File: src/hw/csc_pkg.sv
// Package with register map, field positions and reset values for the channel B pin logic.
package csc_pkg;
    // Register byte addresses on the AXI4-Lite slave.
    localparam logic [7:0] CSC_CTRL_ADDR = 8'h00;
    localparam logic [7:0] CSC_STATUS_ADDR = 8'h04;
    localparam logic [7:0] CSC_PORT_ADDR = 8'h08;
    localparam logic [7:0] CSC_ROT_ADDR = 8'h0c;
    // Control register field positions.
    localparam int CSC_CTRL_LOS_EN_BIT = 0;
    localparam int CSC_CTRL_PD_BIT = 1;
    localparam int CSC_CTRL_REFSW_BIT = 2;
    localparam int CSC_CTRL_REFREG_BIT = 3;
    localparam int CSC_CTRL_OBS_LSB = 4;
    localparam int CSC_CTRL_OBS_MSB = 5;
    localparam int CSC_CTRL_DPRST_BIT = 8;
    localparam logic [31:0] CSC_CTRL_RESET = 32'h0000_0001;
    // Management port address fields.
    localparam int CSC_PA_MSB = 4;
    localparam logic CSC_PA_CHB = 1'b1;
    // Swing thresholds in millivolts.
    localparam int CSC_LOS_ASSERT_MV = 75;
    localparam int CSC_LOS_DEASSERT_MV = 150;
    localparam logic [1:0] CSC_RESP_OKAY = 2'b00;
    localparam logic [1:0] CSC_RESP_SLVERR = 2'b10;
    localparam logic [31:0] CSC_READ_FILL = 32'h0000_0000;
    // Last lane of the rotation.
    localparam logic [1:0] CSC_ROT_LAST = 2'h3;
    // Observation selections for the loss indicator.
    typedef enum logic [1:0] {
        CSC_OBS_LOS,
        CSC_OBS_ROT,
        CSC_OBS_REF,
        CSC_OBS_PD
    } csc_obs_type;
endpackage : csc_pkg

File: src/hw/csc_sync_if.sv
// Interface carrying a synchronised pin level and its edge pulse.
`timescale 1ns/10ps
`default_nettype none
interface csc_sync_if;
    logic level;
    logic edge_pulse;
    modport source (output level, output edge_pulse);
    modport sink (input level, input edge_pulse);
endinterface : csc_sync_if
`default_nettype wire
File: src/hw/csc_chb_pins.sv
// Channel B loss indicator, rotation jog, power-down and clock select logic.
`timescale 1ns/10ps
`default_nettype none
// Operation
// RULE_01: Indicator high on loss, low when detected.
// RULE_02: Loss at <=75 mV swing if enabled.
// RULE_03: Register routes other functions to indicator.
// RULE_04: Indicator low while device reset held.
// RULE_05: Indicator floats during pin or register power-down.
// RULE_06: One lane rotation per jog edge.
// RULE_07: Power-down pin low powers channel down.
// RULE_08: Host issues datapath reset after power-up.
// RULE_09: Clock zero by register or pin; one register-only.
// RULE_10: Answer management only for PA[0]=1, matching strap.
// RULE_11: Synchronise jog before edge detection.
module csc_chb_pins
    import csc_pkg::*;
(
    // Clock and reset.
    input wire logic aclk,
    input wire logic aresetn,
    // Board pins.
    input wire logic chb_rotation_jog,
    input wire logic chb_powerdown_n,
    input wire logic chb_refclk_select,
    input wire logic [3:0] port_strap,
    // Analog detector levels from the receive pair.
    input wire logic chb_swing_low,
    input wire logic chb_swing_high,
    // Management port address of the current transaction.
    input wire logic [4:0] mgmt_port_addr,
    // Indicator pin and datapath controls.
    output logic chb_signal_loss_flag,
    output logic chb_signal_loss_oe_n,
    output logic [1:0] chb_lane_rotation,
    output logic chb_ref_use_one,
    output logic chb_powered_down,
    output logic chb_datapath_reset,
    output logic mgmt_selected,
    // AXI4-Lite slave.
    input wire logic [7:0] s_axi_awaddr,
    input wire logic s_axi_awvalid,
    output logic s_axi_awready,
    input wire logic [31:0] s_axi_wdata,
    input wire logic [3:0] s_axi_wstrb,
    input wire logic s_axi_wvalid,
    output logic s_axi_wready,
    output logic [1:0] s_axi_bresp,
    output logic s_axi_bvalid,
    input wire logic s_axi_bready,
    input wire logic [7:0] s_axi_araddr,
    input wire logic s_axi_arvalid,
    output logic s_axi_arready,
    output logic [31:0] s_axi_rdata,
    output logic [1:0] s_axi_rresp,
    output logic s_axi_rvalid,
    input wire logic s_axi_rready
);
    ////////////////////////////////////////////////////////////////////////////
    csc_sync_if jog_s();
    csc_sync_if pd_s();
    csc_sync_if sel_s();
    csc_sync_if lo_s();
    csc_sync_if hi_s();
    csc_pin_sync u_jog (.aclk(aclk), .aresetn(aresetn), .init_level(1'b0),
        .pin(chb_rotation_jog), .out(jog_s));
    csc_pin_sync u_pd (.aclk(aclk), .aresetn(aresetn), .init_level(1'b1),
        .pin(chb_powerdown_n), .out(pd_s));
    csc_pin_sync u_sel (.aclk(aclk), .aresetn(aresetn), .init_level(1'b0),
        .pin(chb_refclk_select), .out(sel_s));
    csc_pin_sync u_lo (.aclk(aclk), .aresetn(aresetn), .init_level(1'b0),
        .pin(chb_swing_low), .out(lo_s));
    csc_pin_sync u_hi (.aclk(aclk), .aresetn(aresetn), .init_level(1'b0),
        .pin(chb_swing_high), .out(hi_s));

    ////////////////////////////////////////////////////////////////////////////
    logic [31:0] ctrl;
    logic los;
    logic aw_held;
    logic w_held;
    logic [7:0] aw_addr;
    logic [31:0] w_data;
    logic [3:0] w_strb;
    logic [31:0] next_ctrl;
    logic [31:0] rd_word;
    logic rd_hit;
    logic wr_fire;
    logic wr_hit;
    logic dprst_req;
    logic pd_any;
    logic los_en;
    logic next_los;
    logic next_flag;
    logic next_sel;
    csc_obs_type obs_sel;

    assign los_en = ctrl[CSC_CTRL_LOS_EN_BIT];
    assign pd_any = !pd_s.level || ctrl[CSC_CTRL_PD_BIT]; // [RULE_07]
    assign obs_sel = csc_obs_type'(ctrl[CSC_CTRL_OBS_MSB:CSC_CTRL_OBS_LSB]);
    // Between the two thresholds the flag simply holds, a hysteresis band.
    assign next_los = !los_en ? 1'b0 :
                      lo_s.level ? 1'b1 :
                      hi_s.level ? 1'b0 : los; // [RULE_02]
    assign next_flag = (obs_sel == CSC_OBS_LOS) ? los :
                       (obs_sel == CSC_OBS_ROT) ? chb_lane_rotation[0] :
                       (obs_sel == CSC_OBS_REF) ? chb_ref_use_one : pd_any; // [RULE_03]
    // Clock one needs both register bits; a high select pin can only force clock zero.
    assign next_sel = ctrl[CSC_CTRL_REFSW_BIT] && ctrl[CSC_CTRL_REFREG_BIT] &&
                      !sel_s.level; // [RULE_09]

    ////////////////////////////////////////////////////////////////////////////
    always_ff @(posedge aclk) begin
        if (!aresetn) begin
            los <= 1'b0;
            chb_signal_loss_flag <= 1'b0; // [RULE_04]
            chb_signal_loss_oe_n <= 1'b0;
            chb_powered_down <= 1'b0;
            chb_ref_use_one <= 1'b0;
            mgmt_selected <= 1'b0;
        end else begin
            los <= next_los;
            chb_signal_loss_flag <= next_flag; // [RULE_01]
            chb_signal_loss_oe_n <= pd_any; // [RULE_05]
            chb_powered_down <= pd_any;
            chb_ref_use_one <= next_sel;
            mgmt_selected <= mgmt_port_addr[0] == CSC_PA_CHB &&
                mgmt_port_addr[CSC_PA_MSB:1] == port_strap; // [RULE_10]
        end
    end

    always_ff @(posedge aclk) begin
        if (!aresetn) begin
            chb_lane_rotation <= 2'h0;
        end else if (jog_s.edge_pulse && !pd_any) begin
            chb_lane_rotation <= (chb_lane_rotation == CSC_ROT_LAST) ? 2'h0
                : chb_lane_rotation + 2'h1; // [RULE_06]
        end
    end

    ////////////////////////////////////////////////////////////////////////////
    assign wr_fire = aw_held && w_held && !s_axi_bvalid;
    assign wr_hit = aw_addr == CSC_CTRL_ADDR;
    assign dprst_req = wr_fire && wr_hit && w_strb[1] && w_data[CSC_CTRL_DPRST_BIT];
    always_comb begin
        next_ctrl = ctrl;
        for (int b = 0; b < 4; b++) begin
            if (w_strb[b]) begin
                next_ctrl[b*8 +: 8] = w_data[b*8 +: 8];
            end
        end
        // The reset bit is a self-clearing command, never stored.
        next_ctrl[CSC_CTRL_DPRST_BIT] = 1'b0;
    end
    assign rd_hit = s_axi_araddr == CSC_CTRL_ADDR || s_axi_araddr == CSC_STATUS_ADDR ||
                    s_axi_araddr == CSC_PORT_ADDR || s_axi_araddr == CSC_ROT_ADDR;
    assign rd_word = (s_axi_araddr == CSC_CTRL_ADDR) ? ctrl :
                     (s_axi_araddr == CSC_STATUS_ADDR) ?
                         {28'h0, chb_ref_use_one, !pd_s.level, pd_any, los} :
                     (s_axi_araddr == CSC_PORT_ADDR) ? {27'h0, port_strap, CSC_PA_CHB} :
                     (s_axi_araddr == CSC_ROT_ADDR) ? {30'h0, chb_lane_rotation} :
                     CSC_READ_FILL;

    always_ff @(posedge aclk) begin
        if (!aresetn) begin
            aw_held <= 1'b0;
            w_held <= 1'b0;
            aw_addr <= 8'h00;
            w_data <= 32'h0;
            w_strb <= 4'h0;
            s_axi_bvalid <= 1'b0;
            s_axi_bresp <= CSC_RESP_OKAY;
            ctrl <= CSC_CTRL_RESET;
            chb_datapath_reset <= 1'b0;
        end else begin
            if (s_axi_awvalid && s_axi_awready) begin
                aw_held <= 1'b1;
                aw_addr <= s_axi_awaddr;
            end
            if (s_axi_wvalid && s_axi_wready) begin
                w_held <= 1'b1;
                w_data <= s_axi_wdata;
                w_strb <= s_axi_wstrb;
            end
            chb_datapath_reset <= dprst_req;
            if (wr_fire) begin
                aw_held <= 1'b0;
                w_held <= 1'b0;
                s_axi_bvalid <= 1'b1;
                s_axi_bresp <= wr_hit ? CSC_RESP_OKAY : CSC_RESP_SLVERR;
                if (wr_hit) begin
                    ctrl <= next_ctrl;
                end
            end else if (s_axi_bready) begin
                s_axi_bvalid <= 1'b0;
            end
        end
    end
    always_ff @(posedge aclk) begin
        if (!aresetn) begin
            s_axi_awready <= 1'b0;
            s_axi_wready <= 1'b0;
            s_axi_arready <= 1'b0;
            s_axi_rvalid <= 1'b0;
            s_axi_rdata <= 32'h0;
            s_axi_rresp <= CSC_RESP_OKAY;
        end else begin
            s_axi_awready <= !aw_held && !(s_axi_awvalid && s_axi_awready) && !s_axi_bvalid;
            s_axi_wready <= !w_held && !(s_axi_wvalid && s_axi_wready) && !s_axi_bvalid;
            s_axi_arready <= !s_axi_rvalid && !(s_axi_arvalid && s_axi_arready);
            if (s_axi_arvalid && s_axi_arready) begin
                s_axi_rvalid <= 1'b1;
                s_axi_rdata <= rd_word;
                s_axi_rresp <= rd_hit ? CSC_RESP_OKAY : CSC_RESP_SLVERR;
            end else if (s_axi_rready) begin
                s_axi_rvalid <= 1'b0;
            end
        end
    end
endmodule // csc_chb_pins
`default_nettype wire

File: src/hw/csc_pin_sync.sv
// Three-stage pin synchroniser with agreement-qualified level and edge pulse.
`timescale 1ns/10ps
`default_nettype none
module csc_pin_sync (
    // Clock and reset.
    input wire logic aclk,
    input wire logic aresetn,
    input wire logic init_level,
    // Raw pin.
    input wire logic pin,
    // Synchronised result.
    csc_sync_if.source out
);
    logic s1;
    logic s2;
    logic s3;
    logic agree;
    logic next_level;
    assign agree = (s2 == s3);
    assign next_level = agree ? s3 : out.level;
    always_ff @(posedge aclk) begin
        s1 <= pin;
        s2 <= s1;
        s3 <= s2;
    end
    // Reset takes the settled pin level, so a static pin of either idle level gives no edge.
    // The chain needs four reset edges to settle; init_level covers a pin still moving.
    always_ff @(posedge aclk) begin
        if (!aresetn) begin
            out.level <= agree ? s3 : init_level;
            out.edge_pulse <= 1'b0;
        end else begin
            out.level <= next_level;
            out.edge_pulse <= next_level != out.level; // [RULE_11]
        end
    end
endmodule // csc_pin_sync
`default_nettype wire

File: config.mk
export PLATFORM = sky130hd
export DESIGN_NAME = csc_chb_pins
export DESIGN_NICKNAME = d
export VERILOG_FILES = /design/src/hw/csc_pkg.sv /design/src/hw/csc_sync_if.sv /design/src/hw/csc_chb_pins.sv /design/src/hw/csc_pin_sync.sv
export SDC_FILE = /design/constraint.sdc
export NUM_CORES = 1
export LEC_CHECK = 0
export BUFFER_PORTS_ARGS = -buffer_cell sky130_fd_sc_hd__buf_4
export CORE_MARGIN = 2
export CORE_UTILIZATION = 55
export CTS_BUF_LIST = sky130_fd_sc_hd__clkbuf_2
export CTS_CLUSTER_SIZE = 20
export DETAILED_ROUTE_END_ITERATION = 10
export PLACE_DENSITY = 0.81
export SLEW_MARGIN = 5
export SYNTH_ARGS = -nofsm -noshare
export SYNTH_HDL_FRONTEND = slang
export SYNTH_HIERARCHICAL = 1
export SYNTH_SLANG_ARGS = --single-unit
File: constraint.sdc
create_clock -name aclk -period 2.5 [get_ports aclk]
set_clock_uncertainty 0.05 [all_clocks]
set_input_delay 0.25 -clock aclk [delete_from_list [all_inputs] [get_ports aclk]]
set_output_delay 0.25 -clock aclk [all_outputs]
set_load 0.02 [all_outputs]
== Yosys cells after proc, flatten, opt, wreduce, memory -nomap -nowiden ==
Index checks and enable logic that the tools add are counted.

* Output and inout port bits: 49
* Input port bits: 73
* Register bits: 147
* Logic and storage cells: 138

* Bitwise operators: 1
* Mux-type cells: 31
* Reduce and logical (&&, ||, !) cells: 43
* Equal/unequal tests: 17
* Add/subtract/negate cells: 1

{| class="wikitable"
|+ Operators by type and width
! cell !! number
|-
| two-way mux 32 bit || 1
|-
| two-way mux 1 bit || 24
|-
| logical AND 1 bit || 17
|-
| equality test 8 x 4 -> 1 bit, second input constant || 2
|-
| logical NOT 8 bit || 2
|-
| AND reduction 3 bit || 4
|-
| logical NOT 1 bit || 10
|-
| two-way mux 5 bit || 2
|-
| equality test 8 x 3 -> 1 bit, second input constant || 1
|-
| two-way mux 2 bit || 4
|-
| inequality test 2 x 1 -> 1 bit, second input constant || 4
|-
| nonzero test 2 bit || 3
|-
| equality test 1 bit || 5
|-
| equality test 2 bit, second input constant || 2
|-
| equality test 4 bit || 1
|-
| logical OR 1 bit || 4
|-
| adder 2 x 1 -> 2 bit, second input constant || 1
|-
| equality test 2 x 1 -> 1 bit, second input constant || 1
|-
| logical NOT 2 bit || 1
|-
| AND reduction 2 bit || 1
|-
| OR reduction 2 bit || 1
|-
| inequality test 1 bit || 1
|-
| inverter 1 bit || 1
|}

== Logic depth before layout (Yosys ltp) ==
Gate-level depths: netlist of run 1.

* Word-level depth: 5
* Depth in mapped cells: 6
* Mapped depth without buffers: 4

== By module ==
Netlist of run 1, hierarchy kept.

{| class="wikitable"
|+ By module, submodules not included
! module !! area each (um^2) !! cells an instance !! sequential area each (um^2) !! instances
|-
| csc_chb_pins || 4490.6 || 499 || 2462.4 || 1
|-
| csc_pin_sync || 150.1 || 10 || 100.1 || 5
|}

== Least setup slack after synthesis of run 1 ==
Ideal clock, no wire load.

* Path type: register to register
* From: register aw_addr[3]
* To: register ctrl[2]
* Cell stages (with the launch flop): 7
* Library setup time: 0.117 ns
* Buffers on the path: 2
* Arrival time: 1.716 ns
* Clock period less this slack: 1.883 ns
* Setup slack: 0.617 ns
* Data required time: 2.333 ns
* Cell sequence: dfxtp_1 > or4_4 > or4_1 > buf_2 > buf_6 > nand3_1 > o21ai_1

* Longest elaborated chain between the ends: 2

{| class="wikitable"
|+ Ends and longest elaborated chain
! what !! line !! RTL
|-
| start: declaration || csc_chb_pins.sv:81 || <nowiki>logic [7:0] aw_addr;</nowiki>
|-
| start signal: assignment || csc_chb_pins.sv:177 || <nowiki>aw_addr <= s_axi_awaddr;</nowiki>
|-
| logical NOT 8 bit || csc_chb_pins.sv:142 || <nowiki>assign wr_hit = aw_addr == CSC_CTRL_ADDR;</nowiki>
|-
| AND reduction 3 bit (no source line) || - ||
|-
| end signal: assignment || csc_chb_pins.sv:191 || <nowiki>ctrl <= next_ctrl;</nowiki>
|-
| end: declaration || csc_chb_pins.sv:77 || <nowiki>logic [31:0] ctrl;</nowiki>
|}

Every way passes these cells.
A chain may end at the register's enable or synchronous reset.

== Worst setup path in the final report of run 1 ==
* From: input s_axi_araddr[5]
* To: register s_axi_rdata[2]

* Longest elaborated chain between the ends: 4
* Elaborated cells on any way between the ends: 6
* Those cells by class: eq/ne (2); mux (3); reduce/logical (1)

{| class="wikitable"
|+ Ends and longest elaborated chain
! what !! line !! RTL
|-
| start: declaration || csc_chb_pins.sv:51 || <nowiki>input wire logic [7:0] s_axi_araddr,</nowiki>
|-
| equality test 8 x 4 -> 1 bit || csc_chb_pins.sv:159 || <nowiki>(s_axi_araddr == CSC_PORT_ADDR) ? {27'h0, port_strap, CSC_PA_CHB} :</nowiki>
|-
| two-way mux 5 bit || csc_chb_pins.sv:159 ||
|-
| two-way mux 5 bit || csc_chb_pins.sv:157 || <nowiki>(s_axi_araddr == CSC_STATUS_ADDR) ?</nowiki>
|-
| two-way mux 32 bit * || csc_chb_pins.sv:156 || <nowiki>assign rd_word = (s_axi_araddr == CSC_CTRL_ADDR) ? ctrl :</nowiki>
|-
| end signal: assignment || csc_chb_pins.sv:212 || <nowiki>s_axi_rdata <= rd_word;</nowiki>
|-
| end: declaration || csc_chb_pins.sv:54 || <nowiki>output logic [31:0] s_axi_rdata,</nowiki>
|}

Mark *: on every way between the ends. The rest lies on a longest branch, timed or not.

==> results of run 1 <==
[power groups by stage]
| stage | sequential (mW) | combinational, mW | clock [mW] |
|---|---|---|---|
| floorplan | 2.46 | 0.185 | 0 |
| global placement | 2.46 | 0.340 | 0 |
| detailed placement | 2.46 | 0.350 | 0 |
| CTS | 2.41 | 0.441 | 1.38 |
| global route | 2.42 | 0.491 | 1.48 |
| finish | 2.41 | 0.452 | 1.35 |
[layer usage]
layer  track usage (%)  routed length (µm)
met1             29.91                5155
met3             5.641                 541
met5                 0                   0
met4             8.430                 222
met2             44.49                6329
[worst register-to-register path, stage by stage, from the launching register on]
cell	delay (ns)
dfxtp_1	0.36
or4_4	0.55
or4_1	0.77
nor3_1	0.23
a31oi_1	0.07
[worst min-delay path by stage]
stage | to | slack (ns) | depth (start not counted)
2_1_floorplan | u_hi/s1$_DFF_P_ | 0.23 | 0
3_3_place_gp | u_jog/s2$_DFF_P_ | 0.26 | 0
3_5_place_dp | u_lo/s2$_DFF_P_ | 0.26 | 0
4_1_cts | s_axi_awready$_SDFF_PN0_ | 0.03 | 3
5_1_grt | s_axi_rdata[4]$_SDFFE_PN0P_ | 0.04 | 4
6_report | s_axi_rdata[4]$_SDFFE_PN0P_ | 0.08 | 4
[timing repair]
| item | CTS | global route |
|---|---|---|
| hold buffers | 76 | 2 |
| hold endpoints to repair | 61 | 1 |
| setup endpoints to repair | 0 | 1 |
[per-stage QoR]
step	setup WS, ns	cell area (µm²)
final	0.2975	7054
after floorplan	0.6175	5089
after global placement	0.4607	6030
after global routing	0.2094	7054
after detailed placement	0.4108	6030
after CTS	0.1192	7044
[state kept, by name, summed over array words and instances (netlist names), 2 cells and up]
signal and cells:
chb_lane_rotation 2, w_strb 4, ctrl 31, aw_addr 8, s_axi_rdata 31, w_data 32
[cell type report]
class | count | area, µm²
flip-flops and latches | 144 | 2883
inverters | 9 | 33.78
clock buffers | 17 | 85.08
well taps | 111 | 138.9
clock inverters | 14 | 168.9
repair buffers | 201 | 1714
multi-input cells | 352 | 2031
fillers | 578 | 2011
==> flow_metrics.env, run 1 <==
export IMPL_min_period_over_period_pct=88.10
export IMPL_leakagePower_nw=3.090
export IMPL_crit_chain="dlygate4sd3_1 -> buf_4 -> nor4_1 -> dlygate4sd3_1 -> nand3_1 -> o21ai_0 -> dlygate4sd3_1"
export IMPL_stdcell_count=848
export IMPL_grt_max_degree=80
export IMPL_required_ns=3.06
export IMPL_cts_path_max_buffers=2
export IMPL_r2r_cells=4
export IMPL_rsz0062_at_grt="no"
export IMPL_grt_pass1_vias=4407
export IMPL_h_tree_depth=4
export IMPL_ant_nets=0
export IMPL_place_congestion=0.8428
export IMPL_finalSetupTns_ns=0
export IMPL_crit_end="s_axi_rdata[2]$_SDFFE_PN0P_"
export IMPL_hold_start="s_axi_araddr[3]"
export IMPL_rows=35
export IMPL_clk_latency_ns=0.64
export IMPL_cap_violations=0
export IMPL_drt_iter0_markers=199
export IMPL_cp_top_family="buffers and inverters"
export IMPL_dr_pass1_iters=5
export IMPL_dp_hpwl_mm=7.416
export IMPL_setup_viol=0
export IMPL_grt_pass1_wl_mm=19.90
export IMPL_place_port_buffers=118
export IMPL_drive_above_1_share_pct=22.93
export IMPL_worstPathArrival_ns=2.76
export IMPL_avgSynthCellArea_um2=9.505
export IMPL_grt_use_total_pct=25.01
export IMPL_post_cts_repair_setup_buffers=0
export IMPL_internal_power_mw=3.163
export IMPL_finalMaxSlewViolations=0
export IMPL_ioPinCount=122
export IMPL_holdCritPathClass="in2reg"
export IMPL_final_cell_mix="156 x nand2_1, 144 x dfxtp_1, 123 x buf_4"
export IMPL_n_antenna_cell=0
export IMPL_worst_pin_slew_ns=0.6983
export IMPL_final_util_pct=77.82
export IMPL_max_freq_ghz=0.4540
export IMPL_swShare_pct=25.02
export IMPL_ir_drop_v=0.0003285
export IMPL_clockPowerShare_pct=32.1
export IMPL_routedWlPerCell_um=14.44
export IMPL_power_total_mw=4.219
export IMPL_startpoint="s_axi_araddr[5]"
export IMPL_via_count=4400
export IMPL_routed_wl_mm=12.25
export IMPL_fin_crit_ns=2.202
export IMPL_nets=799
export IMPL_yosysWarnings=6
export IMPL_die_w_um=99.98
export IMPL_core_area_um2=9065
export IMPL_r2r_slack_ns=0.35
export IMPL_drcViolationCount=0
export IMPL_combPwrFrac_pct=10.7
export IMPL_overflow=0
export IMPL_vias_per_cell=5.189
export IMPL_cts_root_buf="clkbuf_2"
export IMPL_status="completed"
export IMPL_cts_inserted_buffers=17
export IMPL_start_util_pct=55.89
export IMPL_synthCells=533
export IMPL_cp_slowest_stage_delay_ns=0.61
export IMPL_r2r_start="aw_addr[3]$_SDFFE_PN0P_"
export IMPL_die_h_um=99.98
export IMPL_cts_tree="done"
export IMPL_syn_to_final_growth_pct=39.24
export IMPL_synthesis_area_um2=5066
export IMPL_crit_fanout=3
export IMPL_ctsResizeCount=0
export IMPL_crit_buf_inv=4
export IMPL_path_clk_slew_ns=0.21
export IMPL_crit_path_top_delay_cell="dlygate4sd3_1"
export IMPL_endpoint_kind="register"
export IMPL_final_common_cell="nand2_1"
export IMPL_p_per_area_nw_per_um2=598.1
export IMPL_hold_viol=0
export IMPL_worstSetupPathType="in2reg"
export IMPL_rr_endpoint="ctrl[0]$_SDFFE_PN1P_"
export IMPL_slew_headroom_pct=53.45
export IMPL_antenna_found_initial=0
export IMPL_timing_hold_ws_ns=0.08100
export IMPL_cts_num_sinks=144
export IMPL_dieArea_um2=9995
export IMPL_p_seq_share_pct=57.2
export IMPL_cp_depth=7
export IMPL_worst_setup_path_start_kind="primary input"
export IMPL_place_inst=740
export IMPL_crit_top_cell="dlygate4sd3_1"
export IMPL_power_switching_mw=1.056
Power figures use the tool's default switching activity.
==> run 2: changes to the inputs <==
--- a/config.mk
+++ b/config.mk
@@ -9,3 +9,3 @@
 export CORE_MARGIN = 2
-export CORE_UTILIZATION = 55
+export CORE_UTILIZATION = 44
 export CTS_BUF_LIST = sky130_fd_sc_hd__clkbuf_2
@@ -13,3 +13,3 @@
 export DETAILED_ROUTE_END_ITERATION = 10
-export PLACE_DENSITY = 0.81
+export PLACE_DENSITY = 0.67
 export SLEW_MARGIN = 5
==> constraint.sdc (replaced) <==
create_clock -name aclk -period 2.5 [get_ports aclk]
set_clock_uncertainty 0.05 [all_clocks]
set_input_delay 0 -clock aclk [delete_from_list [all_inputs] [get_ports aclk]]
set_output_delay 0 -clock aclk [all_outputs]
set_load 0.02 [all_outputs]
==> flow_metrics.env, run 2 (synthesis gave the netlist of run 1 again) <==
export IMPL_ant_nets=0
export IMPL_worstPathArrival_ns=2.95
export IMPL_cts_tree="done"
export IMPL_syn_to_final_growth_pct=53.27
export IMPL_cp_slowest_stage_delay_ns=0.58
export IMPL_h_tree_depth=4
export IMPL_crit_chain="nand2_1 -> or4_1 -> dlygate4sd3_1 -> a21oi_2 -> dlygate4sd3_1"
export IMPL_final_common_cell="nand2_1"
export IMPL_slew_headroom_pct=66.22
export IMPL_cts_path_max_buffers=2
export IMPL_cts_root_buf="clkbuf_2"
export IMPL_grt_use_total_pct=21.23
export IMPL_setup_viol=0
export IMPL_place_port_buffers=118
export IMPL_leakagePower_nw=3.434
export IMPL_fin_crit_ns=2.383
export IMPL_grt_pass1_wl_mm=21.33
export IMPL_p_per_area_nw_per_um2=589.2
export IMPL_drt_iter0_markers=173
export IMPL_startpoint="s_axi_arready$_SDFF_PN0_"
export IMPL_regMostFlops="w_data"
export IMPL_max_freq_ghz=0.4197
export IMPL_endpoint_kind="register"
export IMPL_die_h_um=111.3
export IMPL_nets=860
export IMPL_overflow=0
export IMPL_holdCritPathClass="in2reg"
export IMPL_timing_hold_ws_ns=0.2472
export IMPL_antenna_found_initial=0
export IMPL_routedWlPerCell_um=13.63
export IMPL_die_w_um=111.3
export IMPL_clk_latency_ns=0.68
export IMPL_vias_per_cell=4.847
export IMPL_core_area_um2=11320
export IMPL_rows=39
export IMPL_grt_max_degree=46
export IMPL_crit_path_top_delay_cell="dlygate4sd3_1"
export IMPL_path_clk_slew_ns=0.18
export IMPL_post_cts_repair_setup_buffers=0
export IMPL_required_ns=3.07
export IMPL_drive_above_1_share_pct=21.65
export IMPL_cts_inserted_buffers=17
export IMPL_routed_wl_mm=12.84
export IMPL_dr_pass1_iters=4
export IMPL_status="completed"
export IMPL_start_util_pct=44.75
export IMPL_min_period_over_period_pct=95.32
export IMPL_worst_pin_slew_ns=0.5067
export IMPL_ir_drop_v=0.0003526
export IMPL_crit_fanout=4
export IMPL_place_congestion=0.7922
export IMPL_hold_viol=0
export IMPL_n_antenna_cell=0
export IMPL_cap_violations=0
export IMPL_top_regs="w_data (32), ctrl (31), s_axi_rdata (31)"
export IMPL_fillers=874
export IMPL_multi_input_area_um2=2036
export IMPL_ioPinCount=122
export IMPL_cts_num_sinks=144
export IMPL_worstSetupPathType="reg2reg"
export IMPL_crit_top_cell="dlygate4sd3_1"
export IMPL_via_count=4566
export IMPL_finalMaxSlewViolations=0
export IMPL_dp_hpwl_mm=7.740
export IMPL_final_cell_mix="156 x nand2_1, 144 x dfxtp_1, 137 x dlygate4sd3_1"
export IMPL_rsz0062_at_grt="no"
export IMPL_dieArea_um2=12390
export IMPL_hold_start="mgmt_port_addr[0]"
export IMPL_drcViolationCount=0
export IMPL_seq_area_um2=2883
export IMPL_largest_reg_flops=32
export IMPL_worst_setup_path_start_kind="register"
export IMPL_grt_pass1_vias=4541
export IMPL_r2r_start="s_axi_arready$_SDFF_PN0_"
export IMPL_finalSetupTns_ns=0
## run 2: changes by cell type in the layout (fill, tap and decap cells not counted), moves of 2 or more
cell,before,now
dlygate4sd3_1,77,137
clkinv_2,0,4
clkinv_4,3,1
clkbuf_2,17,19
bufinv_16,3,6
clkinvlp_4,6,0
## run 2: worst max-delay path: cells and delay by family (launching register included)
family / cells / cell delay, ns
AO/OA/AOI/OAI: 1 / 0.11
buffers and inverters: 2 / 1.14
AND/OR/NAND/NOR: 2 / 0.62
flip-flops: 1 / 0.42
## run 2: through the flow
step / std cells / area [µm²] / util [%] / total power [mW] / worst slack [ns]
2_1_floorplan: 539 / 5089 / - / 2.647 / 0.6175
3_3_place_gp: 773 / 6077 / 53.68 / 2.803 / 0.4701
3_5_place_dp: 773 / 6077 / 53.68 / 2.811 / 0.4033
4_1_cts: 942 / 7760 / 68.55 / 4.589 / 0.02211
5_1_grt: 942 / 7765 / 68.59 / 4.776 / 0.002840
6_report: 942 / 7765 / 68.59 / 4.575 / 0.1171
## run 2: area by class of cell
type | count | share of cell area (%)
Sequential cell | 144 | 37.13
Timing Repair Buffer | 262 | 29.91
Multi-Input combinational cell | 352 | 26.22
Clock inverter | 13 | 2.788
Tap cell | 143 | 2.304
Clock buffer | 19 | 1.225
Inverter | 9 | 0.4351
## run 2: routing by layer
| metal | global-route usage (%) | vias to the layer above | share of wire [%] |
|---|---|---|---|
| li1 | - | 2303 | - |
| met1 | 26.73 | 2094 | 44 |
| met2 | 35.20 | 144 | 48 |
| met3 | 5.249 | 25 | 5.3 |
| met4 | 8.395 | 0 | 2.1 |
| met5 | 0 | - | 0 |
## run 2: report_power, final
part	switching, mW	leakage (nW)	total, mW	internal [mW]
combinational	0.214	2.07	0.515	0.301
sequential	0.0436	1.17	2.41	2.37
clock	0.791	0.187	1.65	0.854
total	1.05	3.43	4.57	3.53
## run 2: final timing paths
| check | endpoint | slack (ns) | depth (start not counted) |
|---|---|---|---|
| max | s_axi_rdata[4]$_SDFFE_PN0P_ | 0.12 | 5 |
| min | mgmt_selected$_SDFF_PN0_ | 0.25 | 5 |
| max reg2reg | s_axi_rdata[4]$_SDFFE_PN0P_ | 0.12 | 5 |
| min reg2reg | u_lo/s2$_DFF_P_ | 0.30 | 0 |
## run 2: timing repair
action	in CTS	in global routing
resized for setup	0	2
endpoints found under the hold margin	129	1
endpoints found under the setup margin	0	5
hold buffers	137	1
